File: src/rtl/scs_pkg.sv
// Package of register map, field layout and reset values for clock select
package scs_pkg;
  // Register byte offsets
  localparam logic [7:0] SCS_SYSCFG_OFF = 8'h00;
  localparam logic [7:0] SCS_PLLCFG_OFF = 8'h04;
  localparam logic [7:0] SCS_STATUS_OFF = 8'h08;
  // system_clock_config fields
  localparam int SCS_SRC_LSB = 0;
  localparam int SCS_REFSEL_BIT = 4;
  // pll_config fields, then the K1 config field
  localparam int SCS_PLL_INPUT_DIVIDER_LSB = 0;
  localparam int SCS_PLL_INPUT_DIVIDER_W = 4;
  localparam int SCS_PLL_FEEDBACK_MULTIPLIER_LSB = 8;
  localparam int SCS_PLL_FEEDBACK_MULTIPLIER_W = 7;
  localparam int SCS_K2_LSB = 16;
  localparam int SCS_K2_W = 7;
  localparam int SCS_BAND_LSB = 24;
  localparam int SCS_BYP_BIT = 26;
  localparam int SCS_K1_LSB = 0;
  localparam int SCS_K1_W = 10;
  // Reset values, then the K1 config register offset
  localparam logic [1:0] SCS_SRC_RST = 2'h0;
  localparam logic [31:0] SCS_PLLCFG_RST = 32'h0400_0000;
  localparam logic [9:0] SCS_K1_RST = 10'h000;
  localparam logic [7:0] SCS_K1CFG_OFF = 8'h0c;
  typedef enum logic [1:0] {
    SCS_SRC_WAKEUP = 2'h0,
    SCS_SRC_RSVD = 2'h1,
    SCS_SRC_PLL = 2'h2,
    SCS_SRC_DIRECT = 2'h3
  } scs_src_t;
  typedef enum logic [1:0] {
    SCS_BAND_LOW = 2'h0,
    SCS_BAND_HIGH = 2'h1
  } scs_band_t;
endpackage : scs_pkg

File: src/rtl/scs_div.sv
// Enable-pulse divider: one pulse every div_m1+1 input enables
`timescale 1ns/1ps
module scs_div #(
  parameter int W = 10
) (
  input wire logic clk,
  input wire logic sys_rst,
  input wire logic en_in,
  input wire logic [W-1:0] div_m1,
  output logic en_out
);
  logic [W-1:0] cnt_q;

  always_ff @(posedge clk) begin
    if (sys_rst) begin
      cnt_q <= '0;
    end else if (en_in) begin
      if (cnt_q >= div_m1) begin
        cnt_q <= '0;
      end else begin
        cnt_q <= cnt_q + 1'b1;
      end
    end
  end

  assign en_out = en_in && (cnt_q >= div_m1);
endmodule : scs_div

File: src/rtl/scs_clock_select.sv
// System clock source select with PLL rate model behind an AHB-Lite slave
// Contract
// - Source 10, no bypass: PLL drives clock
// - PLL rate is input times N/(P*K2)
// - Each divider equals its field plus one
// - PLL reference: crystal or on-chip oscillator
// - System clock is VCO divided by K2
// - Band 00 low, 01 high; 1X reserved
// - Source 00: wakeup clock passed directly
// - Source 11: direct input passed directly
// - Bypass: oscillator divided by K1, max 1024
//
// The address map and the AHB-Lite interface to the registers are this design's own decisions.
`timescale 1ns/1ps
module scs_clock_select
#(
  parameter int PW = scs_pkg::SCS_PLL_INPUT_DIVIDER_W,
  parameter int NW = scs_pkg::SCS_PLL_FEEDBACK_MULTIPLIER_W,
  parameter int KW = scs_pkg::SCS_K2_W
) (
  input wire logic clk,
  input wire logic sys_rst,
  input wire logic hsel,
  input wire logic [31:0] haddr,
  input wire logic [1:0] htrans,
  input wire logic hwrite,
  input wire logic [2:0] hsize,
  input wire logic [31:0] hwdata,
  input wire logic hready,
  output logic [31:0] hrdata,
  output logic hreadyout,
  output logic hresp,
  input wire logic crystal_en,
  input wire logic onchip_osc_en,
  input wire logic wakeup_en,
  input wire logic direct_clock_input_en,
  output logic sys_clk_en,
  output logic [1:0] active_source
);
  import scs_pkg::*;

  logic [1:0] src_q;
  logic ref_sel_q;
  logic [31:0] pll_cfg_q;
  logic [9:0] k1_q;
  logic wr_pend_q;
  logic [7:0] wr_addr_q;
  logic [1:0] act_src_q;
  logic act_pll_q;
  logic pend_q;
  logic osc_en;
  logic vco_en;
  logic pfd_en;
  logic pll_out_en;
  logic presc_en;
  logic path_en;
  logic new_en;
  logic [1:0] want_src;
  logic want_pll;
  logic [31:0] rd_d;

  // Address phase capture
  always_ff @(posedge clk) begin
    if (sys_rst) begin
      wr_pend_q <= 1'b0;
      wr_addr_q <= 8'h00;
    end else if (hready) begin
      wr_pend_q <= hsel && htrans[1] && hwrite;
      wr_addr_q <= haddr[7:0];
    end
  end

  // Configuration registers
  always_ff @(posedge clk) begin
    if (sys_rst) begin
      src_q <= SCS_SRC_RST;
      ref_sel_q <= 1'b0;
      pll_cfg_q <= SCS_PLLCFG_RST;
      k1_q <= SCS_K1_RST;
    end else if (wr_pend_q) begin
      unique case (wr_addr_q)
        SCS_SYSCFG_OFF: begin
          src_q <= hwdata[SCS_SRC_LSB +: 2];
          ref_sel_q <= hwdata[SCS_REFSEL_BIT];
        end
        SCS_PLLCFG_OFF: begin
          pll_cfg_q <= hwdata;
          // Reserved band codes are kept out of the hardware
          if (hwdata[SCS_BAND_LSB + 1]) begin
            pll_cfg_q[SCS_BAND_LSB +: 2] <= pll_cfg_q[SCS_BAND_LSB +: 2];
          end
        end
        SCS_K1CFG_OFF: k1_q <= hwdata[SCS_K1_LSB +: SCS_K1_W];
        default: ;
      endcase
    end
  end

  // Reads are answered with zero wait states
  always_comb begin
    rd_d = 32'h0000_0000;
    unique case (haddr[7:0])
      SCS_SYSCFG_OFF: begin
        rd_d[SCS_SRC_LSB +: 2] = src_q;
        rd_d[SCS_REFSEL_BIT] = ref_sel_q;
      end
      SCS_PLLCFG_OFF: rd_d = pll_cfg_q & 32'h077f_7f0f;
      SCS_STATUS_OFF: begin
        rd_d[1:0] = act_src_q;
        rd_d[2] = act_pll_q;
        rd_d[3] = pend_q;
      end
      SCS_K1CFG_OFF: rd_d[SCS_K1_LSB +: SCS_K1_W] = k1_q;
      default: rd_d = 32'h0000_0000;
    endcase
  end

  always_ff @(posedge clk) begin
    if (sys_rst) begin
      hrdata <= 32'h0000_0000;
    end else if (hready && hsel && htrans[1] && !hwrite) begin
      hrdata <= rd_d;
    end
  end

  assign hreadyout = 1'b1;
  assign hresp = 1'b0;

  // Reference choice
  assign osc_en = ref_sel_q ? onchip_osc_en : crystal_en;

  // Input divider P, then VCO rate from feedback N
  scs_div #(.W(PW)) u_pll_input_divider (
    .clk(clk),
    .sys_rst(sys_rst),
    .en_in(osc_en),
    .div_m1(pll_cfg_q[SCS_PLL_INPUT_DIVIDER_LSB +: PW]),
    .en_out(pfd_en)
  );
  logic [NW:0] vco_cnt_q;
  // Rate model: VCO ticks N times per reference tick, spread one per clk
  always_ff @(posedge clk) begin
    if (sys_rst) begin
      vco_cnt_q <= '0;
    end else if (pfd_en) begin
      vco_cnt_q <= {1'b0, pll_cfg_q[SCS_PLL_FEEDBACK_MULTIPLIER_LSB +: NW]} + 1'b1;
    end else if (vco_cnt_q != '0) begin
      vco_cnt_q <= vco_cnt_q - 1'b1;
    end
  end
  assign vco_en = (vco_cnt_q != '0);

  scs_div #(.W(KW)) u_pll_output_divider (
    .clk(clk),
    .sys_rst(sys_rst),
    .en_in(vco_en),
    .div_m1(pll_cfg_q[SCS_K2_LSB +: KW]),
    .en_out(pll_out_en)
  );

  scs_div #(.W(SCS_K1_W)) u_prescaler_divider (
    .clk(clk),
    .sys_rst(sys_rst),
    .en_in(osc_en),
    .div_m1(k1_q),
    .en_out(presc_en)
  );

  always_comb begin
    want_src = src_q;
    want_pll = !pll_cfg_q[SCS_BYP_BIT];
  end

  // Switch only at a tick of both the old and the new source so no short period appears
  always_comb begin
    unique case (want_src)
      SCS_SRC_WAKEUP: new_en = wakeup_en;
      SCS_SRC_PLL: new_en = want_pll ? pll_out_en : presc_en;
      SCS_SRC_DIRECT: new_en = direct_clock_input_en;
      default: new_en = wakeup_en;
    endcase
  end

  always_ff @(posedge clk) begin
    if (sys_rst) begin
      act_src_q <= SCS_SRC_RST;
      // Follow the reset bypass so no switch is pending
      act_pll_q <= !SCS_PLLCFG_RST[SCS_BYP_BIT];
      pend_q <= 1'b0;
    end else if ((want_src != act_src_q) || (want_pll != act_pll_q)) begin
      pend_q <= 1'b1;
      if (path_en && new_en) begin
        act_src_q <= want_src;
        act_pll_q <= want_pll;
        pend_q <= 1'b0;
      end
    end else begin
      pend_q <= 1'b0;
    end
  end

  always_comb begin
    unique case (act_src_q)
      SCS_SRC_WAKEUP: path_en = wakeup_en;
      SCS_SRC_PLL: path_en = act_pll_q ? pll_out_en : presc_en;
      SCS_SRC_DIRECT: path_en = direct_clock_input_en;
      default: path_en = wakeup_en;
    endcase
  end

  always_ff @(posedge clk) begin
    if (sys_rst) begin
      sys_clk_en <= 1'b0;
    end else begin
      sys_clk_en <= path_en;
    end
  end

  assign active_source = act_src_q;
endmodule : scs_clock_select

File: config.mk
export PLATFORM = sky130hd
export DESIGN_NAME = scs_clock_select
export DESIGN_NICKNAME = d
export VERILOG_FILES = /design/src/rtl/scs_pkg.sv /design/src/rtl/scs_div.sv /design/src/rtl/scs_clock_select.sv
export SDC_FILE = /design/constraint.sdc
export NUM_CORES = 1
export LEC_CHECK = 0
export ABC_AREA = 1
export BUFFER_PORTS_ARGS = -buffer_cell sky130_fd_sc_hd__buf_2
export CORE_MARGIN = 4
export CORE_UTILIZATION = 45
export CTS_CLUSTER_SIZE = 24
export DETAILED_ROUTE_END_ITERATION = 10
export PLACE_DENSITY = 0.68
export SLEW_MARGIN = 25
export SYNTH_ARGS = -nofsm -noshare
export SYNTH_HDL_FRONTEND = slang
export SYNTH_SLANG_ARGS = --single-unit
File: constraint.sdc
create_clock -name clk -period 2.48 [get_ports clk]
set_input_delay 0.124 -clock clk [delete_from_list [all_inputs] [get_ports clk]]
set_output_delay 0.124 -clock clk [all_outputs]
set_load 0.02 [all_outputs]
# After elaboration in Yosys (flattened, before gate mapping)
# Cells that the tools add are included.
# classes
reduce_logical	22
addsub	5
mux	16
bitwise	2
eq_ne	11
order_cmp	3
# op_table
op	n
$eq 8x4->1 const B	3
$mux 17	1
$eq 8x3->1 const B	2
$logic_not 8->1	2
$mux 8	2
$add 10x1->10 const B	1
$ge 10x10->1	1
$mux 10	1
$pmux 5 s2	1
$logic_and 1x1->1	9
$add 7x1->8 const B	1
$eq 2x2->1 const B	4
$pmux 2 s4	1
$reduce_and 2->1	4
$reduce_bool 8->1	1
$sub 8x1->8 const B	1
$add 7x1->7 const B	1
$ge 7x7->1	1
$mux 7	1
$pmux 1 s2	3
$pmux 2 s3	1
$add 4x1->4 const B	1
$ge 4x4->1	1
$mux 1	4
9 further kinds	11
# word_totals
inputBits	78
regBits	114
elab_cells	75
out_inout_bits	37

# Logic depth before layout (Yosys ltp)
# logic_depth
word_depth	6
ltp_mapped	18
mapped_depth_nobuf	18

# Modules after synthesis
# Synthesis repeated with hierarchy kept, for this count alone.
# hier_totals
cells_unflattened	707
hier_area_um2	5240.0
# modules_own_cells
mod	seq_area_each_um2	area_each_um2	cells_each	instances
scs_clock_select	1581.5	3662.3	490	1
scs_div at u_prescaler_divider	200.2	762.0	107	1
scs_div at u_pll_output_divider	140.1	536.8	73	1
scs_div at u_pll_input_divider	80.1	279.0	37	1

# Worst setup path before layout
# No wires, ideal clock.
# synth_path
path_kind	register to register
from	register u_prescaler_divider.cnt_q[0]
to	register act_pll_q
stages_incl_launch_ff	16
t_required_ps	2364
setup_ps	116
path_buffers	0
arrival_time_ps	1526
period_less_slack_ps	1642
slack_ps	838
cell_sequence	dfxtp_1 -> inv_1 -> ha_1 -> inv_1 -> nand2_1 -> nand2_1 -> nand2_1 -> nand3_1 -> nand3_1 -> nand3_1 -> nand2_1 -> nand2_1 -> nand2_2 -> nand2_2 -> o21ai_0 -> nor2_1
# synth_between
elab_chain_len	6
elab_cells_between_ends	8
cone_classes	order compare: 1; mux: 4; reduce/logical: 3
# synth_rtl
item	line_no	text
from (decl)	scs_div.sv:12	logic [W-1:0] cnt_q;
from (signal assigned)	scs_div.sv:21	cnt_q <= cnt_q + 1'b1;
$ge 10x10->1 (*)	scs_div.sv:26	assign en_out = en_in && (cnt_q >= div_m1);
$logic_and 1x1->1 (*)	scs_div.sv:26	
$mux 1, on equally long branches	scs_clock_select.sv:205, scs_clock_select.sv:178	
$pmux 1 s2, on equally long branches	scs_clock_select.sv:203, scs_clock_select.sv:176	
$logic_and 1x1->1 (*)	scs_clock_select.sv:192	if (path_en && new_en) begin
$reduce_and 2->1 (no line) (*)	--	
to (signal assigned)	scs_clock_select.sv:188	act_pll_q <= !SCS_PLLCFG_RST[SCS_BYP_BIT];
to (signal assigned)	scs_clock_select.sv:194	act_pll_q <= want_pll;
to (decl)	scs_clock_select.sv:49	logic act_pll_q;
# Every way passes the cells marked *; elsewhere a longest branch is shown, timed or not.
# A chain may end at the register's enable or synchronous reset.

# Final worst setup path
# Ends and elaborated chain as after synthesis.

==> impl_metrics.tcl <==
set metrics [dict create \
    dieArea_um2 12600 \
    fin_skew_ns 0.0171 \
    netlist_area_um2 4900 \
    outcome "finished, final reports clean" \
    fin_crit_ns 1.97 \
    grt_overflow_total 0 \
    async_reset_ff_share_pct 0 \
    reg2reg_slack_ns 0.51 \
    avgSynthCellArea_um2 7.55 \
    worst_slew_pin_slew_ns 0.814 \
    slowest_stage "dfxtp_1" \
    cp-end-kind "flip-flop" \
    yosysTopAreaCell "dfxtp_1" \
    r2r-start "u_prescaler_divider.cnt_q[0]$_SDFFE_PP0P_" \
    hold_start "hwdata[16]" \
    synth_seq_area_share_pct 40.9 \
    combPwrFrac_pct 12.5 \
    io_buffer_count 69 \
    ant_nets 0 \
    root_buffer "clkbuf_8" \
    dieWidth_um 112 \
    maxCapViolations 0 \
    cp.arrival_ns 2.23 \
    path_class "flip-flop to flip-flop" \
    synth_top_area_share_pct 40.9 \
    die_y_um 112 \
    p_int_uw 2260 \
    holdBufCountCts 7 \
    cp_data_required_time_ns 2.73 \
    wl_per_cell_um 13.1 \
    max_freq_ghz 0.507 \
    critPathMaxStageDelay_ns 0.44 \
    power_density_nw_per_um2 558 \
    clk_path_buf_depth 2 \
    hold_viol 0 \
    cts-htree-levels 3 \
    synth_seq_cells 100 \
    path_common_cell "nand2_1" \
    syn_inst 649 \
    switching_share_pct 27.7 \
    regToRegEndpoint "act_pll_q$_SDFFE_PP0P_" \
    finish.utilization_pct 53.6 \
    synth_edf_count 0 \
    cts_resized 0 \
    max_slew_margin_pct 45.7 \
    clockPowerShare_pct 33.9 \
    synth_flop_cell "dfxtp_1" \
    p_seq_share_pct 53.6 \
    yosys-top-cells-area "dfxtp_1 (41%), nand2_1 (7.6%), a21oi_1 (6.8%)" \
    antenna_found_initial 0 \
    clk-insertion-delay-late_ns 0.37 \
    drt_first_pass_iters 4 \
    period_share_pct 79.6 \
    peakVddDrop_mv 0.324 \
    dp_hpwl_um 8530 \
    io_pins 115 \
    num_rows 37 \
    cts_tree "yes" \
    cts_sinks 100 \
    grt_use_total_pct 18.4 \
    grt_setup_unrepaired "no" \
    ys_types 41 \
    num_vias 4327 \
    drt-total-wl_um 11300 \
    ys_warn_count 0 \
    grt_max_degree 33 \
    holdPathStages 3 \
    tns_ns 0 \
    coreArea_um2 10500 \
    gp_congestion 0.840 \
    finalNetCount 824 \
    switching_power_uw 866 \
    n_antenna_cell 0 \
    drc_errors 0 \
    drt_iter0_drc 225 \
    maxSlewViolCount 0 \
    syn2layout_area_growth_pct 14.6 \
    hold_path_class "input pin to flip-flop" \
    via_per_inst 5.03 \
    path_cells "inv_1, ha_1, inv_1, nand2_1, nand2_1, nand2_1, nand3_1, nand3_1, nand3_1, nand2_1, nand2_1, nand2_2, nand2_2, o21ai_0, nor2_1" \
    start_util_pct 46.8 \
    clk_pin_slew_ns 0.10 \
    setup_viol 0 \
    hold_end "pll_cfg_q[16]$_SDFFE_PP0P_" \
    cts_made_buffers 9 \
    ff2ff_path_depth 15 \
    cellLeakagePower_uw 0.00247 \
    start_kind "flip-flop" \
    grt_pass1_wl_um 19100 \
    drive_gt1_share_pct 15.7 \
    cp_max_fo 4 \
    grt_pass1_vias 4129 \
    post_cts_buffers 0 \
]
## final cells by class
type / count / area [um^2]
tap: 136 / 170
timing repair buffer: 82 / 475
inverter: 86 / 328
sequential: 100 / 2000
multi-input combinational: 441 / 2440
fill: 1043 / 4850
clock buffer: 10 / 128
clock inverter: 6 / 72.6
## metal layers
layer / vias up / wire length, um / GRT usage, %
met2: 105 / 5480 / 30.8
met1: 1951 / 5040 / 23.5
met5: - / 0 / 0
met3: 16 / 571 / 4.31
met4: 0 / 218 / 5.61
li1: 2255 / - / -
## worst max-delay path by stage
stage	from	to	cells past startpoint
floorplan	u_prescaler_divider.cnt_q[0]$_SDFFE_PP0P_	act_pll_q$_SDFFE_PP0P_	15
global placement	u_prescaler_divider.cnt_q[0]$_SDFFE_PP0P_	act_pll_q$_SDFFE_PP0P_	15
detailed placement	u_prescaler_divider.cnt_q[0]$_SDFFE_PP0P_	act_pll_q$_SDFFE_PP0P_	15
CTS	u_prescaler_divider.cnt_q[0]$_SDFFE_PP0P_	active_source[0]$_SDFFE_PP0P_	15
global route	u_prescaler_divider.cnt_q[0]$_SDFFE_PP0P_	act_pll_q$_SDFFE_PP0P_	15
finish	u_prescaler_divider.cnt_q[0]$_SDFFE_PP0P_	act_pll_q$_SDFFE_PP0P_	15
## synth_stat cells (2+ instances only)
| library cell | n |
|---|---|
| xnor2_1 | 3 |
| nand4_4 | 2 |
| o22ai_1 | 3 |
| nor3_1 | 8 |
| nor2_2 | 2 |
| and3_1 | 4 |
| nand3_1 | 36 |
| conb_1 | 2 |
| xor2_1 | 14 |
| nor2_4 | 3 |
| dfxtp_1 | 100 |
| o211ai_1 | 6 |
| buf_4 | 12 |
| o21bai_1 | 2 |
| a211oi_1 | 7 |
| nand4_1 | 7 |
| ha_1 | 26 |
| inv_1 | 80 |
| nor2_1 | 72 |
| nand2_1 | 99 |
| clkinv_1 | 2 |
| buf_2 | 4 |
| nor3b_1 | 5 |
| clkbuf_1 | 13 |
| a21oi_1 | 67 |
| nand2_2 | 6 |
| inv_2 | 3 |
| o21ai_0 | 46 |
| nand3_2 | 3 |
## state kept, by name, indices dropped and copies added, names as in the netlist, 2 cells and up
signal,count
hrdata,24
pll_cfg_q,20
k1_q,10
u_prescaler_divider.cnt_q,10
vco_cnt_q,8
wr_addr_q,8
u_pll_output_divider.cnt_q,7
u_pll_input_divider.cnt_q,4
active_source,2
src_q,2
## critical path, delay by kind of cell (launching register included)
family          cells  cell delay, ns
flops               1            0.44
simple gates       11            0.83
compound gates      1            0.17
fa+ha+maj           1            0.28
buf+inv             2            0.13
## stage by stage
step	hold WS (ns)	instance area, um^2	power [uW]	std cells	worst slack [ns]
2_1_floorplan	0.254	4930	2000	657	0.838
3_3_place_gp	0.361	5330	2080	837	0.607
3_5_place_dp	0.363	5330	2100	837	0.549
4_1_cts	0.00225	5600	3160	860	0.522
5_1_grt	0.0145	5610	3300	861	0.357
6_report	0.0274	5610	3130	861	0.507
## power groups by stage
stage	combinational (uW)	clock, uW	sequential, uW
6_report	391	1060	1680
2_1_floorplan	282	0	1710
4_1_cts	391	1090	1680
3_3_place_gp	369	0	1710
3_5_place_dp	381	0	1710
5_1_grt	451	1170	1680
## logic make-up after synthesis
group	Yosys count	share of synthesized area, %
and+or+nand+nor	252	24.2
xor gates and xnor gates	17	3.04
other	2	0.153
adders and majority gates	26	6.64
AOI/OAI and AO/OA	136	15.1
DFF	100	40.9
buffers and inverters	116	10.0
## cells in the final DEF (no fill, tap or decap), types with 2 or more instances in the layout
cell	count
nand4_4	2
dlygate4sd3_1	8
clkinv_4	3
dfxtp_1	100
clkinv_1	2
a21oi_1	67
inv_6	2
nor2_2	2
buf_2	69
nor3b_1	5
o21ai_0	46
o211ai_1	6
nor3_1	8
xor2_1	14
and3_1	4
conb_1	10
nor2_1	72
o21bai_1	2
nand4_1	7
o22ai_1	3
nor2_4	3
inv_2	3
xnor2_1	3
nand3_2	3
buf_4	4
nand2_1	99
inv_1	80
nand2_2	6
nand3_1	36
ha_1	26
a211oi_1	7
clkbuf_8	9
Power figures use the tool's default switching activity.
